## src/hbr_pkg.sv

```systemverilog
// Shared constants and types for the host bus read port.
package hbr_pkg;

	localparam int unsigned DATA_W = 32;
	localparam int unsigned ADDR_W = 8;
	localparam int unsigned FIFO_DEPTH = 16;
	localparam int unsigned BURST_MAX = 8;
	localparam logic [3:0] BURST_LAST = 4'h7;
	localparam logic [3:0] BEATS_ZERO = 4'h0;
	localparam logic [3:0] BEATS_ONE = 4'h1;

	// Word offsets on the address lines A[9:2].
	localparam logic [ADDR_W-1:0] RXD_LAST_OFS = 8'h07;
	localparam logic [ADDR_W-1:0] RXS_OFS = 8'h10;
	localparam logic [ADDR_W-1:0] TXS_OFS = 8'h12;
	localparam logic [ADDR_W-1:0] TEST_OFS = 8'h19;

	// Arbitrary pattern returned by the byte-order test register.
	localparam logic [DATA_W-1:0] TEST_VALUE = 32'h1a2b3c4d;
	localparam logic [DATA_W-1:0] ZERO_WORD = 32'h0000_0000;

	// Host spacing figures; the host keeps them, the counts are for reference.
	localparam int unsigned CLK_PERIOD_PS = 4000;
	localparam int unsigned RAW_WAIT_NS = 45;
	localparam int unsigned RAR_FIFO_INFO_NS = 135;
	localparam int unsigned RAR_DROP_NS = 180;
	localparam int unsigned RAW_WAIT_CYC = (RAW_WAIT_NS * 1000 + CLK_PERIOD_PS - 1) / CLK_PERIOD_PS;
	localparam int unsigned RAR_FIFO_INFO_CYC = (RAR_FIFO_INFO_NS * 1000 + CLK_PERIOD_PS - 1) / CLK_PERIOD_PS;
	localparam int unsigned RAR_DROP_CYC = (RAR_DROP_NS * 1000 + CLK_PERIOD_PS - 1) / CLK_PERIOD_PS;

	typedef enum logic [1:0] {
		ST_IDLE = 2'b00,
		ST_LOAD = 2'b01,
		ST_HOLD = 2'b11,
		ST_END  = 2'b10
	} hbr_state_e;

	typedef enum logic [2:0] {
		SRC_RXD  = 3'h0,
		SRC_RXS  = 3'h1,
		SRC_TXS  = 3'h2,
		SRC_TEST = 3'h3,
		SRC_CSR  = 3'h4
	} hbr_src_e;

	typedef struct packed {
		logic              chip_select_n;
		logic              read_strobe_n;
		logic              end_sel;
		logic [ADDR_W-1:0] addr;
	} hbr_bus_s;

	typedef struct packed {
		logic              rd;
		logic [ADDR_W-1:0] addr;
	} hbr_csr_s;

endpackage

```

## src/hbr_fifo.sv

```systemverilog
// Show-ahead FIFO with valid and ready on both sides.
`timescale 1ns/1ps
`default_nettype none
module hbr_fifo #(
	parameter int unsigned W = 32,
	parameter int unsigned D = 16
) (
	input  wire logic         i_clk,
	input  wire logic         i_rst,
	input  wire logic         i_valid,
	input  wire logic [W-1:0] i_data,
	output logic              o_ready,
	output logic              o_valid,
	output logic [W-1:0]      o_data,
	input  wire logic         i_ready
);
	localparam int unsigned AW = (D > 1) ? $clog2(D) : 1;
	localparam logic [AW:0] FULL_CNT = (AW+1)'(D);
	localparam logic [AW:0] CNT_ONE = (AW+1)'(1);
	localparam logic [AW-1:0] LAST_PTR = AW'(D - 1);

	logic [W-1:0]  mem_q [D];
	logic [AW-1:0] wr_q;
	logic [AW-1:0] rd_q;
	logic [AW:0]   cnt_q;
	logic          push;
	logic          pop;

	assign o_ready = (cnt_q != FULL_CNT);
	assign o_valid = (cnt_q != '0);
	assign o_data = mem_q[rd_q];
	assign push = i_valid && o_ready;
	assign pop = i_ready && o_valid;

	always_ff @(posedge i_clk) begin
		if (push) begin
			mem_q[wr_q] <= i_data;
		end
	end

	always_ff @(posedge i_clk) begin
		if (i_rst) begin
			wr_q <= '0;
			rd_q <= '0;
		end else begin
			if (push) begin
				wr_q <= (wr_q == LAST_PTR) ? '0 : wr_q + 1'b1;
			end
			if (pop) begin
				rd_q <= (rd_q == LAST_PTR) ? '0 : rd_q + 1'b1;
			end
		end
	end

	always_ff @(posedge i_clk) begin
		if (i_rst) begin
			cnt_q <= '0;
		end else if (push && !pop) begin
			cnt_q <= cnt_q + CNT_ONE;
		end else if (pop && !push) begin
			cnt_q <= cnt_q - CNT_ONE;
		end
	end
endmodule // hbr_fifo
`default_nettype wire

```

## src/hbr_read_port.sv

```systemverilog
// Host bus read port: single reads of registers and FIFOs, burst reads of the data FIFO.
// Notes on behaviour
// - Test register reads have no side effects.
// - Single reads reach registers and all FIFOs.
// - Cycle runs while select and strobe both low.
// - Bursts reach up to eight dwords.
// - Burst spans one select-and-strobe assertion.
// - Address bit 2 toggle presents fresh word in data FIFO bursts.
`timescale 1ns/1ps
`default_nettype none
module hbr_read_port
	import hbr_pkg::*;
(
	input  wire logic              i_clk,
	input  wire logic              i_rst,
	input  wire hbr_bus_s          i_bus,
	output logic [DATA_W-1:0]      o_data,
	output logic                   o_data_oe,
	input  wire logic              i_rxd_valid,
	input  wire logic [DATA_W-1:0] i_rxd_data,
	output logic                   o_rxd_ready,
	input  wire logic              i_rxs_valid,
	input  wire logic [DATA_W-1:0] i_rxs_data,
	output logic                   o_rxs_pop,
	input  wire logic              i_txs_valid,
	input  wire logic [DATA_W-1:0] i_txs_data,
	output logic                   o_txs_pop,
	output hbr_csr_s               o_csr,
	input  wire logic [DATA_W-1:0] i_csr_rdata
);
	function automatic logic [DATA_W-1:0] order_bytes(input logic [DATA_W-1:0] w, input logic big);
		order_bytes = big ? {w[7:0], w[15:8], w[23:16], w[31:24]} : w;
	endfunction

	function automatic hbr_src_e decode(input logic [ADDR_W-1:0] a);
		if (a <= RXD_LAST_OFS) begin
			decode = SRC_RXD;
		end else if (a == RXS_OFS) begin
			decode = SRC_RXS;
		end else if (a == TXS_OFS) begin
			decode = SRC_TXS;
		end else if (a == TEST_OFS) begin
			decode = SRC_TEST;
		end else begin
			decode = SRC_CSR;
		end
	endfunction

	hbr_state_e        st_q;
	hbr_src_e          src_q;
	logic [ADDR_W-1:0] addr_q;
	logic              big_q;
	logic              a2_q;
	logic [3:0]        beats_q;
	logic              vld_q;
	logic [DATA_W-1:0] data_q;
	logic              csr_rd_q;
	logic              active;
	logic              toggle;
	logic              step;
	logic              pop_end;
	logic              rxd_pop;
	logic              head_valid;
	logic [DATA_W-1:0] head_data;
	logic              q_valid;
	logic [DATA_W-1:0] q_data;

	// A cycle or burst exists only while both strobes are low.
	assign active = !i_bus.chip_select_n && !i_bus.read_strobe_n;
	assign toggle = (i_bus.addr[0] != a2_q);
	// Toggles beyond the eighth word or outside the data FIFO are ignored.
	assign step = (st_q == ST_HOLD) && active && toggle && (src_q == SRC_RXD) && (beats_q < BURST_LAST);
	assign pop_end = (st_q == ST_END) && vld_q;
	// The presented word is consumed on a step or at the end of the cycle.
	assign rxd_pop = (src_q == SRC_RXD) && vld_q && (step || (st_q == ST_END));
	assign o_rxs_pop = pop_end && (src_q == SRC_RXS);
	assign o_txs_pop = pop_end && (src_q == SRC_TXS);
	assign o_data_oe = active && (st_q != ST_IDLE);
	assign o_data = data_q;
	assign o_csr = '{rd: csr_rd_q, addr: addr_q};

	hbr_fifo #(
		.W (DATA_W),
		.D (FIFO_DEPTH)
	) u_rxd_fifo (
		.i_clk   (i_clk),
		.i_rst   (i_rst),
		.i_valid (i_rxd_valid),
		.i_data  (i_rxd_data),
		.o_ready (o_rxd_ready),
		.o_valid (q_valid),
		.o_data  (q_data),
		.i_ready (rxd_pop)
	);

	always_comb begin
		head_valid = 1'b1;
		head_data = ZERO_WORD;
		case (src_q)
			SRC_RXD: begin
				head_valid = q_valid;
				head_data = q_valid ? q_data : ZERO_WORD;
			end
			SRC_RXS: begin
				head_valid = i_rxs_valid;
				head_data = i_rxs_valid ? i_rxs_data : ZERO_WORD;
			end
			SRC_TXS: begin
				head_valid = i_txs_valid;
				head_data = i_txs_valid ? i_txs_data : ZERO_WORD;
			end
			SRC_TEST: begin
				// Reading the test pattern touches nothing else.
				head_valid = 1'b0;
				head_data = TEST_VALUE;
			end
			SRC_CSR: begin
				head_valid = 1'b0;
				head_data = i_csr_rdata;
			end
			default: begin
				head_valid = 1'b0;
				head_data = ZERO_WORD;
			end
		endcase
	end

	always_ff @(posedge i_clk) begin
		if (i_rst) begin
			st_q <= ST_IDLE;
		end else begin
			case (st_q)
				ST_IDLE: begin
					if (active) begin
						st_q <= ST_LOAD;
					end
				end
				ST_LOAD: begin
					st_q <= ST_HOLD;
				end
				ST_HOLD: begin
					if (!active) begin
						st_q <= ST_END;
					end else if (step) begin
						st_q <= ST_LOAD;
					end
				end
				ST_END: begin
					st_q <= ST_IDLE;
				end
				default: begin
					st_q <= ST_IDLE;
				end
			endcase
		end
	end

	// Address and byte order are caught once, at the start of the cycle.
	always_ff @(posedge i_clk) begin
		if (i_rst) begin
			src_q <= SRC_CSR;
			addr_q <= '0;
			big_q <= 1'b0;
		end else if (st_q == ST_IDLE && active) begin
			src_q <= decode(i_bus.addr);
			addr_q <= i_bus.addr;
			big_q <= i_bus.end_sel;
		end
	end

	always_ff @(posedge i_clk) begin
		if (i_rst) begin
			a2_q <= 1'b0;
		end else if (st_q == ST_IDLE || st_q == ST_LOAD) begin
			a2_q <= i_bus.addr[0];
		end
	end

	always_ff @(posedge i_clk) begin
		if (i_rst) begin
			beats_q <= BEATS_ZERO;
		end else if (st_q == ST_IDLE) begin
			beats_q <= BEATS_ZERO;
		end else if (step) begin
			beats_q <= beats_q + BEATS_ONE;
		end
	end

	// Data is loaded one cycle after the source is known, so the FIFO head has settled.
	always_ff @(posedge i_clk) begin
		if (i_rst) begin
			data_q <= ZERO_WORD;
			vld_q <= 1'b0;
		end else if (st_q == ST_LOAD) begin
			data_q <= order_bytes(head_data, big_q);
			vld_q <= head_valid;
		end else if (st_q == ST_IDLE) begin
			vld_q <= 1'b0;
		end
	end

	// The register side sees one read pulse per completed register read cycle, for its read side effects.
	always_ff @(posedge i_clk) begin
		if (i_rst) begin
			csr_rd_q <= 1'b0;
		end else begin
			csr_rd_q <= (st_q == ST_HOLD) && !active && (src_q == SRC_CSR);
		end
	end
endmodule // hbr_read_port
`default_nettype wire

```

## config.mk

```make
export PLATFORM = sky130hd
export DESIGN_NAME = hbr_read_port
export DESIGN_NICKNAME = d
export VERILOG_FILES = /design/src/hbr_pkg.sv /design/src/hbr_fifo.sv /design/src/hbr_read_port.sv
export SDC_FILE = /design/constraint.sdc
export NUM_CORES = 1
export LEC_CHECK = 0
export ABC_AREA = 1
export BUFFER_PORTS_ARGS = -buffer_cell sky130_fd_sc_hd__buf_2
export CAP_MARGIN = 25
export CORE_UTILIZATION = 50
export DETAILED_ROUTE_END_ITERATION = 8
export PLACE_DENSITY = 0.71
export SLEW_MARGIN = 20
export SYNTH_ARGS = -nofsm -noshare
export SYNTH_HDL_FRONTEND = slang
export SYNTH_HIERARCHICAL = 1
export SYNTH_SLANG_ARGS = --single-unit
```

## constraint.sdc

```tcl
create_clock -name i_clk -period 3.05 [get_ports i_clk]
set_clock_uncertainty 0.15 [all_clocks]
set_input_delay 0.61 -clock i_clk [delete_from_list [all_inputs] [get_ports i_clk]]
set_output_delay 0.61 -clock i_clk [all_outputs]
set_load 0.05 [all_outputs]
```

==> reports/metrics.yaml <==
syn_nets: 2899
die_h_um: 231
drive_gt1_share_pct: 13.1
initial_core_util_pct: 50.8
synth_area_leaders: "edfxtp_1 (59%), nand2_1 (15%), nand3_1 (7.0%), dfxtp_1 (5.4%), inv_1 (3.2%)"
drtAntennaViolNets: 0
rows: 83
power.switching_mw: 3.91
die_area_sq_um: 53200
hold_buffers: 0
die_width_um: 231
fin_nets: 3071
num_vias: 19900
fin_cells: 3646
clock_path_buffers: 3
yosysWarnings: 6
syn_inst: 2744
grt_pass1_vias: 18500
grt_pass1_wl_um: 107000
multi_input_area_sq_um: 7740
overflow: 0
antenna_found_initial: 10
synth_largest_area_cell: "edfxtp_1"
grtUsageTotal_pct: 26.6
slew_violations: 0
hold_path.class: "input port to flip-flop"
worstSetupEndpointType: "output pin"
power_frac_seq_pct: 52.1
clkPwrFrac_pct: 40.9
vias_per_cell: 5.45
place_inst: 3533
cts_sinks: 582
p_comb_share_pct: 7.0
yosys.cell_types.count: 33
synthesis.area_sq_um: 26200
period_needed_ps: 2770
fin_crit_sh_pct: 91.0
rsz0062_at_grt: "false"
cp_data_required_time_ps: 2290
setup_violations: 0
grt_max_degree: 102
p_per_area_nw_per_um2: 570
synth-seq-area-share_pct: 64.1
netSwitchingFraction_pct: 22.9
syn2layout_area_growth_pct: 14.4
maxCapViolCount: 0
route.detailed.drc: 0
wl_per_cell_um: 19.5
final_cell_mix: "nand2_1 (1030), edfxtp_1 (512), nand3_1 (367), inv_1 (223), buf_2 (188)"
status: "complete, no violations"
clkTransAtPathRegs_ps: 60
seq_area_sq_um: 16800
dpl.hpwl_um: 41900
io_pins: 189
avgSynthCellArea_sq_um: 9.53
final_cell_area_sq_um: 29900
h-tree-depth: 2
clock.fmax_ghz: 0.360
finalHoldViolCount: 0
p_leak_nw: 12.6
critPathKind: "flip-flop to output pin"
r2r_start: "beats_q[0]$_SDFFE_PP0P_"
arrival_ps: 2010
place_area_sq_um: 28000
yosysTopAreaCellShare_pct: 58.8
drt_iter0_drc: 1856
path_max_fanout: 23
irDropWorstVdd_mv: 0.474
gp_congestion: 0.953
power.internal_mw: 13.2
cts-root-buf: "clkbuf_16"
hp-start: "i_bus[7]"
ys_seq_elements: 582
core_sq_um: 51500
relSlewSlack_pct: 41.9
numCtsBuffers: 59
routed_wl_um: 71000
nFillCells: 4262
setup.worst_path.start: "src_q[0]$_SDFFE_PP0P_"
cts_tree: "built"
final_common_cell: "nand2_1"
crit_path_start_kind: "flip-flop"
worstMarginPinSlew_ps: 870
dr.pass1.iters: 6
port_buffers: 188
clk_latency_ps: 620
==> synthesized netlist by cell type <==
cell	instances
clkbuf_1	38
inv_2	2
o211ai_1	6
buf_1	27
clkinv_1	1
or2_2	1
nand3b_1	6
inv_1	225
buf_6	31
edfxtp_1	512
o21ai_0	69
o31ai_1	1
nand4_1	45
buf_4	2
a211oi_1	1
fa_1	1
nand2_1	1030
nand3_1	367
a21oi_1	41
nand2_2	2
nor2_1	174
nor2_2	2
ha_1	10
inv_4	1
xnor2_1	1
xor2_1	3
buf_8	1
nor2_4	3
nor4_2	1
o21ai_1	9
dfxtp_1	70
buf_2	58
nor3_1	3
==> routing by layer <==
layer,wire length [um],track usage (%),vias up
met1,28800,35.3,9398
met5,66,0,-
li1,-,-,9415
met4,2080,9.50,10
met3,6230,4.15,137
met2,33800,44.5,922
==> final cells by class <==
cell class                      count  share of cell area [%]
Sequential cell                   582                    56.1
Multi-Input combinational cell   1776                    25.9
Timing Repair Buffer              268                    6.11
Clock buffer                       71                    5.12
Inverter                          229                    2.90
Tap cell                          680                    2.84
Clock inverter                     37                    1.07
Antenna cell                        3                  0.0251
==> metrics by stage <==
| step | power [mW] | setup TNS (ps) | util [%] | hold slack (ps) | setup WS (ps) |
|---|---|---|---|---|---|
| global placement | 10.2 | -480 | 54.5 | 302 | -160 |
| floorplan | 9.73 | -151790 | - | 290 | -334 |
| finish | 17.1 | 0 | 58.1 | 114 | 276 |
| detailed placement | 10.2 | -516 | 54.5 | 305 | -141 |
| CTS | 17.2 | 0 | 58.0 | 85.1 | 242 |
| global route | 17.6 | 0 | 58.1 | 114 | 28.9 |
==> state kept, by name, indices dropped and copies added, names as in the netlist, 2 cells and up, named ones only <==
| name | cells |
|---|---|
| u_rxd_fifo/wr_q | 4 |
| u_rxd_fifo/cnt_q | 5 |
| addr_q | 8 |
| u_rxd_fifo/mem_q | 512 |
| o_data | 32 |
| st_q | 2 |
| src_q | 3 |
| beats_q | 4 |
| u_rxd_fifo/rd_q | 4 |
==> power by group through the flow <==
stage | registers (mW) | logic, mW | clock network (mW)
after global routing | 8.90 | 1.31 | 7.39
after detailed placement | 9.06 | 1.18 | 0
after global placement | 9.05 | 1.17 | 0
final | 8.89 | 1.20 | 6.99
after floorplan | 9.17 | 0.551 | 0
after CTS | 8.89 | 1.19 | 7.08
==> repair_timing <==
item | in CTS | in global routing
setup endpoints to repair | 0 | 4
endpoints found under the hold margin | 0 | 0
gates resized for setup | 0 | 4
setup buffers | 0 | 2
==> cell families after synthesis <==
group                      after synthesis  synth area share [%]
DFF                                    582                  64.1
and+or+nand+nor                       1634                  25.9
AOI/OAI and AO/OA                      127                  2.51
buffers and inverters                  386                  6.79
adders and majority gates               11                 0.555
xor gates and xnor gates                 4                 0.134
==> critical path, cell delays in order, from the launching register on <==
cell	delay, ps
dfxtp_1	370
buf_4	320
nand2_1	260
nor2_1	170
buf_2	270
==> path summary, 6_finish.rpt <==
kind         cells past startpoint  slack [ps]                                to
max                              4         280                         o_rxs_pop
min                              3         110            addr_q[7]$_SDFFE_PP0P_
max reg2reg                     19         350  u_rxd_fifo/cnt_q[4]$_SDFFE_PP0P_
min reg2reg                      2         310            o_data[1]$_SDFFE_PP0P_
(Power assumes the default switching activity.)
